[src/include/pspc_pkg.sv]
// Package for the protocol switch and port configuration loader.
// Assumes a 125 MHz system clock and hex rotary switches giving 4-bit codes.
package pspc_pkg;

	// Controller states, binary codes written out.
	typedef enum logic [2:0] {
		PSPC_ST_SYNC    = 3'h0,
		PSPC_ST_SAMPLE  = 3'h1,
		PSPC_ST_FACTORY = 3'h2,
		PSPC_ST_INIT    = 3'h3,
		PSPC_ST_RUN     = 3'h4
	} pspc_state_t;

	// Protocol selection codes as driven out and stored in non-volatile memory.
	typedef enum logic [2:0] {
		PSPC_PROTO_NONE = 3'h0,
		PSPC_PROTO_EIP  = 3'h1,
		PSPC_PROTO_PN   = 3'h2,
		PSPC_PROTO_EC   = 3'h3,
		PSPC_PROTO_MB   = 3'h4,
		PSPC_PROTO_CC   = 3'h5
	} pspc_proto_t;

	// Channel modes, two bits per port.
	localparam logic [1:0] PSPC_MODE_DIGIN  = 2'h0;
	localparam logic [1:0] PSPC_MODE_DO     = 2'h1;
	localparam logic [1:0] PSPC_MODE_DEACT  = 2'h2;
	localparam logic [1:0] PSPC_MODE_IOLINK = 2'h3;

	// Hundreds switch positions.
	localparam logic [3:0] PSPC_POS_EIP_MAX = 4'h2;
	localparam logic [3:0] PSPC_POS_PN      = 4'hA;
	localparam logic [3:0] PSPC_POS_EC      = 4'hB;
	localparam logic [3:0] PSPC_POS_MB      = 4'hC;
	localparam logic [3:0] PSPC_POS_CC      = 4'hD;
	localparam logic [3:0] PSPC_DIGIT_MAX   = 4'h9;

	// Factory reset code on the three switches.
	localparam logic [3:0] PSPC_FR_HUNDREDS = 4'h9;
	localparam logic [3:0] PSPC_FR_TENS     = 4'h7;
	localparam logic [3:0] PSPC_FR_UNITS    = 4'h9;

	// Port count, sub-slot of the first port.
	localparam int         PSPC_PORTS         = 8;
	localparam logic [3:0] PSPC_FIRST_SUBSLOT = 4'h2;
	localparam logic [15:0] PSPC_PORT_MODE_RST = 16'h0000;

	// Timing: clock rate in kHz, times in ms, derived cycle counts (rounded down).
	localparam longint PSPC_CLK_KHZ       = 125000;
	localparam longint PSPC_INIT_TIME_MS  = 15000;
	localparam longint PSPC_BLINK_TIME_MS = 250;
	localparam logic [31:0] PSPC_INIT_CYCLES  = 32'(PSPC_INIT_TIME_MS * PSPC_CLK_KHZ);
	localparam logic [31:0] PSPC_BLINK_CYCLES = 32'(PSPC_BLINK_TIME_MS * PSPC_CLK_KHZ);
	localparam logic [31:0] PSPC_SYNC_SETTLE  = 32'h0000_0002;

endpackage

[src/core/pspc_config_loader.sv]
// Start-up configuration loader: rotary switch decode, protocol storage,
// per-port channel mode restore and fault/supply indicator drive.
// Assumes a non-volatile memory controller beside it on the same clock and
// switch pins that arrive asynchronously.
`timescale 1ns/1ns

// Behaviour
// - Hundreds switch selects protocol; 0-2 is EtherNet/IP.
// - EtherNet/IP takes hundreds switch as hundreds digit.
// - Tens and units switches give the low digits.
// - PROFINET position ignores tens and units switches.
// - Without stored protocol, adopt switch selection.
// - Switch changes adopted only at power cycle/reset command.
// - Store protocol when cyclic communication first starts.
// - Stored protocol overrides switch until factory reset.
// - Invalid switch combination lights bus fault red.
// - New protocol initialises 15 s, indicators dark.
// - Code 9-7-9 at start performs factory reset.
// - Supply indicator blinks red during factory reset.
// - Ports one to eight map to sub-slots 2-9.
// - Channels default to digital input mode.
// - Deactivated mode switches off port sensor supply.
// - IO-Link mode starts communication with attached device.
// - Stored port configuration applied at power-up.
// - I/O data invalid until controller configuration arrives.
module pspc_config_loader
	import pspc_pkg::*;
#(
	parameter logic [31:0] INIT_CYCLES  = PSPC_INIT_CYCLES,
	parameter logic [31:0] BLINK_CYCLES = PSPC_BLINK_CYCLES
) (
	input  wire logic        clk_sys,
	input  wire logic        rst_n,
	input  wire logic [3:0]  hundredsSwitch,
	input  wire logic [3:0]  tensSwitch,
	input  wire logic [3:0]  unitsSwitch,
	input  wire logic        webResetCmd,
	input  wire logic        cyclicStart,
	input  wire logic        nvmProtoValid,
	input  wire logic [2:0]  nvmProto,
	input  wire logic        nvmPortCfgValid,
	input  wire logic [15:0] nvmPortMode,
	input  wire logic        nvmDone,
	input  wire logic        ctrlCfgValid,
	input  wire logic [15:0] ctrlPortMode,
	input  wire logic        usSupplyGood,
	output logic [2:0]       protocolSel,
	output logic [3:0]       ipHundreds,
	output logic [3:0]       ipTens,
	output logic [3:0]       ipUnits,
	output logic             ipAddrValid,
	output logic             busFaultRed,
	output logic             usLedGreen,
	output logic             usLedRed,
	output logic             deviceReady,
	output logic             factoryBusy,
	output logic             nvmClearReq,
	output logic             nvmProtoWrite,
	output logic             nvmPortSave,
	output logic [15:0]      portMode,
	output logic [7:0]       portSupplyOn,
	output logic [7:0]       ioLinkStart,
	output logic [31:0]      portSubslot,
	output logic             ioDataValid
);

	// Whole module state in one packed struct.
	typedef struct packed {
		pspc_state_t st;         // Controller state.
		logic [3:0]  hSync1;     // First synchroniser stages, read only by the second.
		logic [3:0]  tSync1;
		logic [3:0]  uSync1;
		logic [3:0]  hSync2;     // Second synchroniser stages.
		logic [3:0]  tSync2;
		logic [3:0]  uSync2;
		pspc_proto_t proto;      // Protocol in use.
		logic [3:0]  ipH;        // Latched address digits.
		logic [3:0]  ipT;
		logic [3:0]  ipU;
		logic        ipValid;    // Digits are meaningful for the protocol.
		logic        stored;     // Protocol held in non-volatile memory.
		logic        fault;      // Invalid switch combination seen at sampling.
		logic [31:0] cnt;        // Settle and initialisation counter.
		logic [31:0] blinkCnt;   // Blink half-period counter.
		logic        blink;      // Blink phase.
		logic [15:0] mode;       // Per-port channel mode.
		logic        ioValid;    // I/O data valid flag.
		logic        clr;        // Request strobes: clr and wrProto last one cycle, wrPort follows ctrlCfgValid while running.
		logic        wrProto;
		logic        wrPort;
	} pspc_regs_t;

	pspc_regs_t  s;          // Registered state.
	pspc_regs_t  next_s;     // Next state.
	pspc_proto_t swProto;    // Protocol decoded from the synchronised hundreds switch.
	logic        swFactory;  // Factory reset code on all three switches.
	logic        digitsBad;  // Tens or units switch out of 0-9, or hundreds switch above 2 under EtherNet/IP.
	logic        usesDigits; // Effective protocol takes address digits.
	pspc_proto_t effProto;   // Stored protocol if any, otherwise the switch choice.

	// Decode of the synchronised switches, read only in the sampling state.
	always_comb begin
		if (s.hSync2 <= PSPC_POS_EIP_MAX) begin
			swProto = PSPC_PROTO_EIP;
		end else begin
			case (s.hSync2)
				PSPC_POS_PN: swProto = PSPC_PROTO_PN;
				PSPC_POS_EC: swProto = PSPC_PROTO_EC;
				PSPC_POS_MB: swProto = PSPC_PROTO_MB;
				PSPC_POS_CC: swProto = PSPC_PROTO_CC;
				default: swProto = PSPC_PROTO_NONE;
			endcase
		end
		swFactory = (s.hSync2 == PSPC_FR_HUNDREDS) && (s.tSync2 == PSPC_FR_TENS)
			&& (s.uSync2 == PSPC_FR_UNITS);
		// A stored protocol wins over the switch; the switch only adds digits.
		effProto = nvmProtoValid ? pspc_proto_t'(nvmProto) : swProto;
		usesDigits = (effProto == PSPC_PROTO_EIP) || (effProto == PSPC_PROTO_MB)
			|| (effProto == PSPC_PROTO_CC);
		digitsBad = (s.tSync2 > PSPC_DIGIT_MAX) || (s.uSync2 > PSPC_DIGIT_MAX)
			|| ((effProto == PSPC_PROTO_EIP) && (s.hSync2 > PSPC_POS_EIP_MAX));
	end

	// Next-state logic for the whole module.
	always_comb begin
		next_s = s;
		next_s.hSync1 = hundredsSwitch;
		next_s.tSync1 = tensSwitch;
		next_s.uSync1 = unitsSwitch;
		next_s.hSync2 = s.hSync1;
		next_s.tSync2 = s.tSync1;
		next_s.uSync2 = s.uSync1;
		next_s.clr = 1'b0;
		next_s.wrProto = 1'b0;
		next_s.wrPort = 1'b0;
		next_s.blinkCnt = 32'h0000_0000;
		next_s.blink = 1'b0;
		case (s.st)
			// Let the synchronisers fill before the one-time sample.
			PSPC_ST_SYNC: begin
				next_s.ioValid = 1'b0;
				if (s.cnt == PSPC_SYNC_SETTLE) begin
					next_s.st = PSPC_ST_SAMPLE;
					next_s.cnt = 32'h0000_0000;
				end else begin
					next_s.cnt = s.cnt + 32'h0000_0001;
				end
			end
			// Sample once; the result then holds until the next restart.
			PSPC_ST_SAMPLE: begin
				next_s.ipH = s.hSync2;
				next_s.ipT = s.tSync2;
				next_s.ipU = s.uSync2;
				if (swFactory) begin
					next_s.st = PSPC_ST_FACTORY;
					next_s.clr = 1'b1;
					next_s.stored = 1'b0;
					next_s.proto = PSPC_PROTO_NONE;
					next_s.fault = 1'b0;
					next_s.ipValid = 1'b0;
					next_s.mode = PSPC_PORT_MODE_RST;
				end else begin
					next_s.proto = effProto;
					next_s.stored = nvmProtoValid;
					next_s.fault = (effProto == PSPC_PROTO_NONE) || (usesDigits && digitsBad);
					next_s.ipValid = usesDigits && !digitsBad;
					if (effProto != PSPC_PROTO_EIP) begin
						next_s.ipH = 4'h0;
					end
					// Stored port setup is applied before any controller setup.
					next_s.mode = nvmPortCfgValid ? nvmPortMode : PSPC_PORT_MODE_RST;
					// A freshly chosen protocol needs its stack brought up first.
					next_s.st = nvmProtoValid ? PSPC_ST_RUN : PSPC_ST_INIT;
				end
			end
			// Wait for memory to finish clearing while the supply indicator blinks.
			PSPC_ST_FACTORY: begin
				if (s.blinkCnt == BLINK_CYCLES - 32'h0000_0001) begin
					next_s.blink = !s.blink;
				end else begin
					next_s.blinkCnt = s.blinkCnt + 32'h0000_0001;
					next_s.blink = s.blink;
				end
				if (nvmDone) begin
					next_s.st = PSPC_ST_RUN;
				end
			end
			// Protocol initialisation: unusable, indicators dark.
			PSPC_ST_INIT: begin
				if (s.cnt == INIT_CYCLES - 32'h0000_0001) begin
					next_s.st = PSPC_ST_RUN;
					next_s.cnt = 32'h0000_0000;
				end else begin
					next_s.cnt = s.cnt + 32'h0000_0001;
				end
			end
			// Normal operation.
			PSPC_ST_RUN: begin
				if (webResetCmd) begin
					next_s.st = PSPC_ST_SYNC;
					next_s.cnt = 32'h0000_0000;
					next_s.ioValid = 1'b0;
				end else begin
					if (cyclicStart && !s.stored && (s.proto != PSPC_PROTO_NONE) && !s.fault) begin
						next_s.wrProto = 1'b1;
						next_s.stored = 1'b1;
					end
					if (ctrlCfgValid) begin
						next_s.mode = ctrlPortMode;
						next_s.ioValid = 1'b1;
						next_s.wrPort = 1'b1;
					end
				end
			end
			default: begin
				next_s.st = PSPC_ST_SYNC;
				next_s.cnt = 32'h0000_0000;
			end
		endcase
	end

	// Synchronous reset to all zeros: sync state, no protocol, every channel a digital input.
	always_ff @(posedge clk_sys) begin
		if (!rst_n) begin
			s <= '0;
		end else begin
			s <= next_s;
		end
	end

	// Outputs from the state register; the supply indicators also take usSupplyGood directly.
	assign protocolSel   = s.proto;
	assign ipHundreds    = s.ipH;
	assign ipTens        = s.ipT;
	assign ipUnits       = s.ipU;
	assign ipAddrValid   = s.ipValid;
	assign deviceReady   = (s.st == PSPC_ST_RUN);
	assign factoryBusy   = (s.st == PSPC_ST_FACTORY);
	assign busFaultRed   = s.fault && (s.st == PSPC_ST_RUN);
	assign usLedRed      = (s.st == PSPC_ST_FACTORY) ? s.blink
		: ((s.st == PSPC_ST_RUN) && !usSupplyGood);
	assign usLedGreen    = (s.st == PSPC_ST_RUN) && usSupplyGood;
	assign nvmClearReq   = s.clr;
	assign nvmProtoWrite = s.wrProto;
	assign nvmPortSave   = s.wrPort;
	assign portMode      = s.mode;
	assign ioDataValid   = s.ioValid;

	// Per-port supply, IO-Link start and sub-slot numbering.
	for (genvar p = 0; p < PSPC_PORTS; p++) begin : g_port
		assign portSupplyOn[p] = (s.mode[2*p +: 2] != PSPC_MODE_DEACT);
		assign ioLinkStart[p]  = (s.mode[2*p +: 2] == PSPC_MODE_IOLINK) && deviceReady;
		assign portSubslot[4*p +: 4] = PSPC_FIRST_SUBSLOT + 4'(p);
	end
endmodule

[config.mk]
export PLATFORM = sky130hd
export DESIGN_NAME = pspc_config_loader
export DESIGN_NICKNAME = d
export VERILOG_FILES = /design/src/include/pspc_pkg.sv /design/src/core/pspc_config_loader.sv
export SDC_FILE = /design/constraint.sdc
export NUM_CORES = 1
export LEC_CHECK = 0
export ABC_AREA = 1
export BUFFER_PORTS_ARGS = -buffer_cell sky130_fd_sc_hd__buf_2
export CAP_MARGIN = 30
export CORE_ASPECT_RATIO = 0.8
export CORE_MARGIN = 2
export CORE_UTILIZATION = 57
export CTS_BUF_LIST = sky130_fd_sc_hd__clkbuf_2 sky130_fd_sc_hd__clkbuf_4 sky130_fd_sc_hd__clkbuf_8
export DETAILED_ROUTE_END_ITERATION = 8
export GPL_ROUTABILITY_DRIVEN = 0
export GPL_TIMING_DRIVEN = 0
export PLACE_DENSITY = 0.82
export SETUP_SLACK_MARGIN = 0.3
export SYNTH_ARGS = -nofsm -noshare
export SYNTH_HDL_FRONTEND = slang
export SYNTH_SLANG_ARGS = --single-unit
[constraint.sdc]
create_clock -name clk_sys -period 2.4 [get_ports clk_sys]
set_input_delay 0.24 -clock clk_sys [delete_from_list [all_inputs] [get_ports clk_sys]]
set_output_delay 0.24 -clock clk_sys [all_outputs]
set_load 0.05 [all_outputs]
==> impl_metrics.csv <==
group,metric,value,unit
outcome,outcome,"finished, final reports clean",
timing,clock-skew-final,0.0110,ns
drt,avgRoutedWirePerCell,12.7,um
pwr,leakagePower,3.90,nW
synthesis,synth.ff_latch_count,130,
synthesis,synth.cell_area,7130,sq um
cells_and_area,num_antenna_cells,0,
cells_and_area,layout_common_cells,"278 x sky130_fd_sc_hd__nand2_1, 144 x sky130_fd_sc_hd__nor2_1, 137 x sky130_fd_sc_hd__inv_1",
timing,period_minus_slack,2.00,ns
timing,report.final.setup_viol,0,
cts,cts_buffer_depth,2,
cells_and_area,nNetsFinal,1324,
global_routing,grt_first_pass_wirelength,30300,um
critical_path,worst_path_arrival_time,1.76,ns
cells_and_area,final_core_util,0.702,
synthesis,post_synth_inst_count,1093,
global_routing,overall_overflow_remaining_after_global_route,0,
run,max_cap_violations,0,
synthesis,synth.yosys.seq_area_share,0.365,
placement,port-buffer-count,111,
drt,ant_nets,0,
synthesis,post_synth_num_cell_types,41,
timing,final_hold_violation_count,0,
cts,cts_tree,"built",
global_routing,first_global_vias,6616,
drt,viasPerCell,5.09,
critical_path,max_fanout_on_critical_path,10,
floorplan,die_y,104,um
cts,path_clk_slew,0.08,ns
synthesis,synth_warnings,0,
timing,timing.max_slew.rel_slack,0.606,
timing,worst_slew_pin_slew,0.592,ns
critical_path,worst_setup_path_end_kind,"output pin",
timing,fin_hold_ws,0.0555,ns
floorplan,initial_utilization,0.584,
pwr,total_power,7.98,mW
drt,wirelength_met1,8080,um
drt,route.vias.total,7376,
global_routing,antenna_found_initial,0,
cts,ctsHtreeMaxLevel,4,
drt,wl_met2,8410,um
critical_path,endpoint_required_time_on_the_critical_path,2.16,ns
min_path,min-delay-path-class,"in -> reg",
pwr,ir_drop,0.623,mV
floorplan,placementRows,36,
drt,postRouteWirelength,18400,um
cts,ctsRootBufferMaster,"sky130_fd_sc_hd__clkbuf_8",
drt,first_iteration_detailed_routing_drc_count,751,
synthesis,syn_avg_cell_area,6.52,sq um
placement,placed_cells_incl_taps,1405,
critical_path,crit_path_start_kind,"flip-flop",
cts,tritoncts.num_buffers,17,
cells_and_area,final_common_cell,"sky130_fd_sc_hd__nand2_1",
timing,final_sum_of_negative_setup_slack,0,ns
critical_path,setup.worst_path.class,"reg -> out",
drt,drt_first_pass_iters,5,
cts,clk-insertion-delay-late,0.45,ns
timing,drv_slew,0,
floorplan,fp.dieArea,13400,sq um
synthesis,synth-edff-count,0,
floorplan,die_x,129,um
cells_and_area,areaGrowthSynthToFinish,20.2,%
global_routing,grt_use_total,0.277,
cts,clock_sinks,130,
cells_and_area,final-instance-count-excl-fill,1449,
pwr,power-per-cell-area,931,nW/um^2
timing,rsz0062_at_grt,"yes",
placement,dp.final_hpwl,13400,um
floorplan,core_area,12200,sq um
drt,wl_met3,1660,um
synthesis,dominantRegCellSynth,"sky130_fd_sc_hd__dfxtp_1",
timing,max_freq,0.500,GHz
floorplan,ioPinCount,145,
drt,route.detailed.drc,0,
global_routing,grt_max_degree,17,
timing,post_route_clock_period_utilization,0.834,
drt,topRoutingLayerUsed,"met4",
synthesis,asyncSetResetFlopFracSynth,0,
cells_and_area,drive_gt1_frac,0.199,
-- area by class of cell --
type,instances,area [sq um]
Buffer,88,594
Tap cell,171,214
Clock inverter,15,165
Timing Repair Buffer,123,681
Clock buffer,17,234
Inverter,143,539
Multi-Input combinational cell,762,3530
Sequential cell,130,2610
Fill cell,1032,3640
-- synthesized netlist by cell type, types with 2 or more instances --
cell type	instances	share of area
sky130_fd_sc_hd__a21oi_1	82	0.058
sky130_fd_sc_hd__a31o_2	2	0.0025
sky130_fd_sc_hd__buf_1	4	0.0021
sky130_fd_sc_hd__buf_2	6	0.0042
sky130_fd_sc_hd__buf_4	67	0.071
sky130_fd_sc_hd__clkbuf_1	11	0.0058
sky130_fd_sc_hd__conb_1	2	0.0011
sky130_fd_sc_hd__dfxtp_1	130	0.37
sky130_fd_sc_hd__ha_1	3	0.0053
sky130_fd_sc_hd__inv_1	137	0.072
sky130_fd_sc_hd__inv_2	5	0.0026
sky130_fd_sc_hd__nand2_1	280	0.15
sky130_fd_sc_hd__nand2_2	3	0.0026
sky130_fd_sc_hd__nand3_1	72	0.051
sky130_fd_sc_hd__nand3_2	2	0.0028
sky130_fd_sc_hd__nand3b_1	4	0.0042
sky130_fd_sc_hd__nand4_1	24	0.021
sky130_fd_sc_hd__nor2_1	144	0.076
sky130_fd_sc_hd__nor3_1	21	0.015
sky130_fd_sc_hd__nor3b_1	5	0.0053
sky130_fd_sc_hd__nor4_1	3	0.0026
sky130_fd_sc_hd__o211ai_1	3	0.0032
sky130_fd_sc_hd__o21a_1	2	0.0021
sky130_fd_sc_hd__o21ai_0	34	0.024
sky130_fd_sc_hd__o21ai_2	2	0.0025
sky130_fd_sc_hd__o21bai_1	3	0.0032
sky130_fd_sc_hd__o22ai_1	2	0.0018
sky130_fd_sc_hd__or2_0	2	0.0018
sky130_fd_sc_hd__or2_2	9	0.0079
sky130_fd_sc_hd__xnor2_1	5	0.0061
sky130_fd_sc_hd__xor2_1	14	0.017
-- worst paths after layout --
path	startpoint	to	slack (ns)	cells after the start
setup reg to reg	s[21]	s[48]	0.47	9
setup / recovery	s[127]	deviceReady	0.40	5
hold reg to reg	next_s[103]	s[103]	0.42	2
hold / removal	nvmPortMode[2]	portMode[2]	0.06	3
-- sequential cells by signal, summed over array words and instances, names as in the netlist, 3 cells and up --
name and cells:
s 82, portMode 16, next_s 12, ipHundreds 4, ipTens 4, ipUnits 4, protocolSel 3
-- cell families after synthesis --
logic type,share of synthesized area
buf+inv,0.158
compound gates,0.0994
xor+xnor,0.0233
other cells,0.00105
flops,0.365
simple gates,0.348
fa+ha+maj,0.00527
-- metal layers --
layer	vias up	GRT usage
li1	3717	-
met1	3289	0.365
met2	335	0.452
met3	35	0.0648
met4	0	0.0831
met5	-	0
-- worst max-delay path, cell delays in order, from the launching register on --
cell and delay [ns]:
sky130_fd_sc_hd__dfxtp_1 0.34, sky130_fd_sc_hd__nor2_1 0.18, sky130_fd_sc_hd__nand2_2 0.17, sky130_fd_sc_hd__inv_4 0.16, sky130_fd_sc_hd__clkbuf_2 0.24, sky130_fd_sc_hd__buf_4 0.24
-- where the power goes --
group	internal, mW	total (mW)	leakage, nW	switching, mW
combinational	0.963	3.48	2.64	2.51
clock	0.869	1.88	0.204	1.01
sequential	2.41	2.62	1.06	0.217
total	4.24	7.98	3.90	3.74
-- per-stage QoR --
stage	cell area [sq um]	setup WS, ns
after global placement	8010	0.229
after global routing	8570	0.284
after floorplan	7240	0.660
final	8570	0.399
after CTS	8540	0.289
after detailed placement	8010	0.183
-- timing repair --
item,4_1_cts,5_1_grt
setup endpoints to repair,41,46
buffers inserted,0,0
gates resized for setup,7,7
hold buffers,12,0
gates cloned,0,0
hold endpoints to repair,12,0
Note: power is estimated with default switching activity, not from simulation.
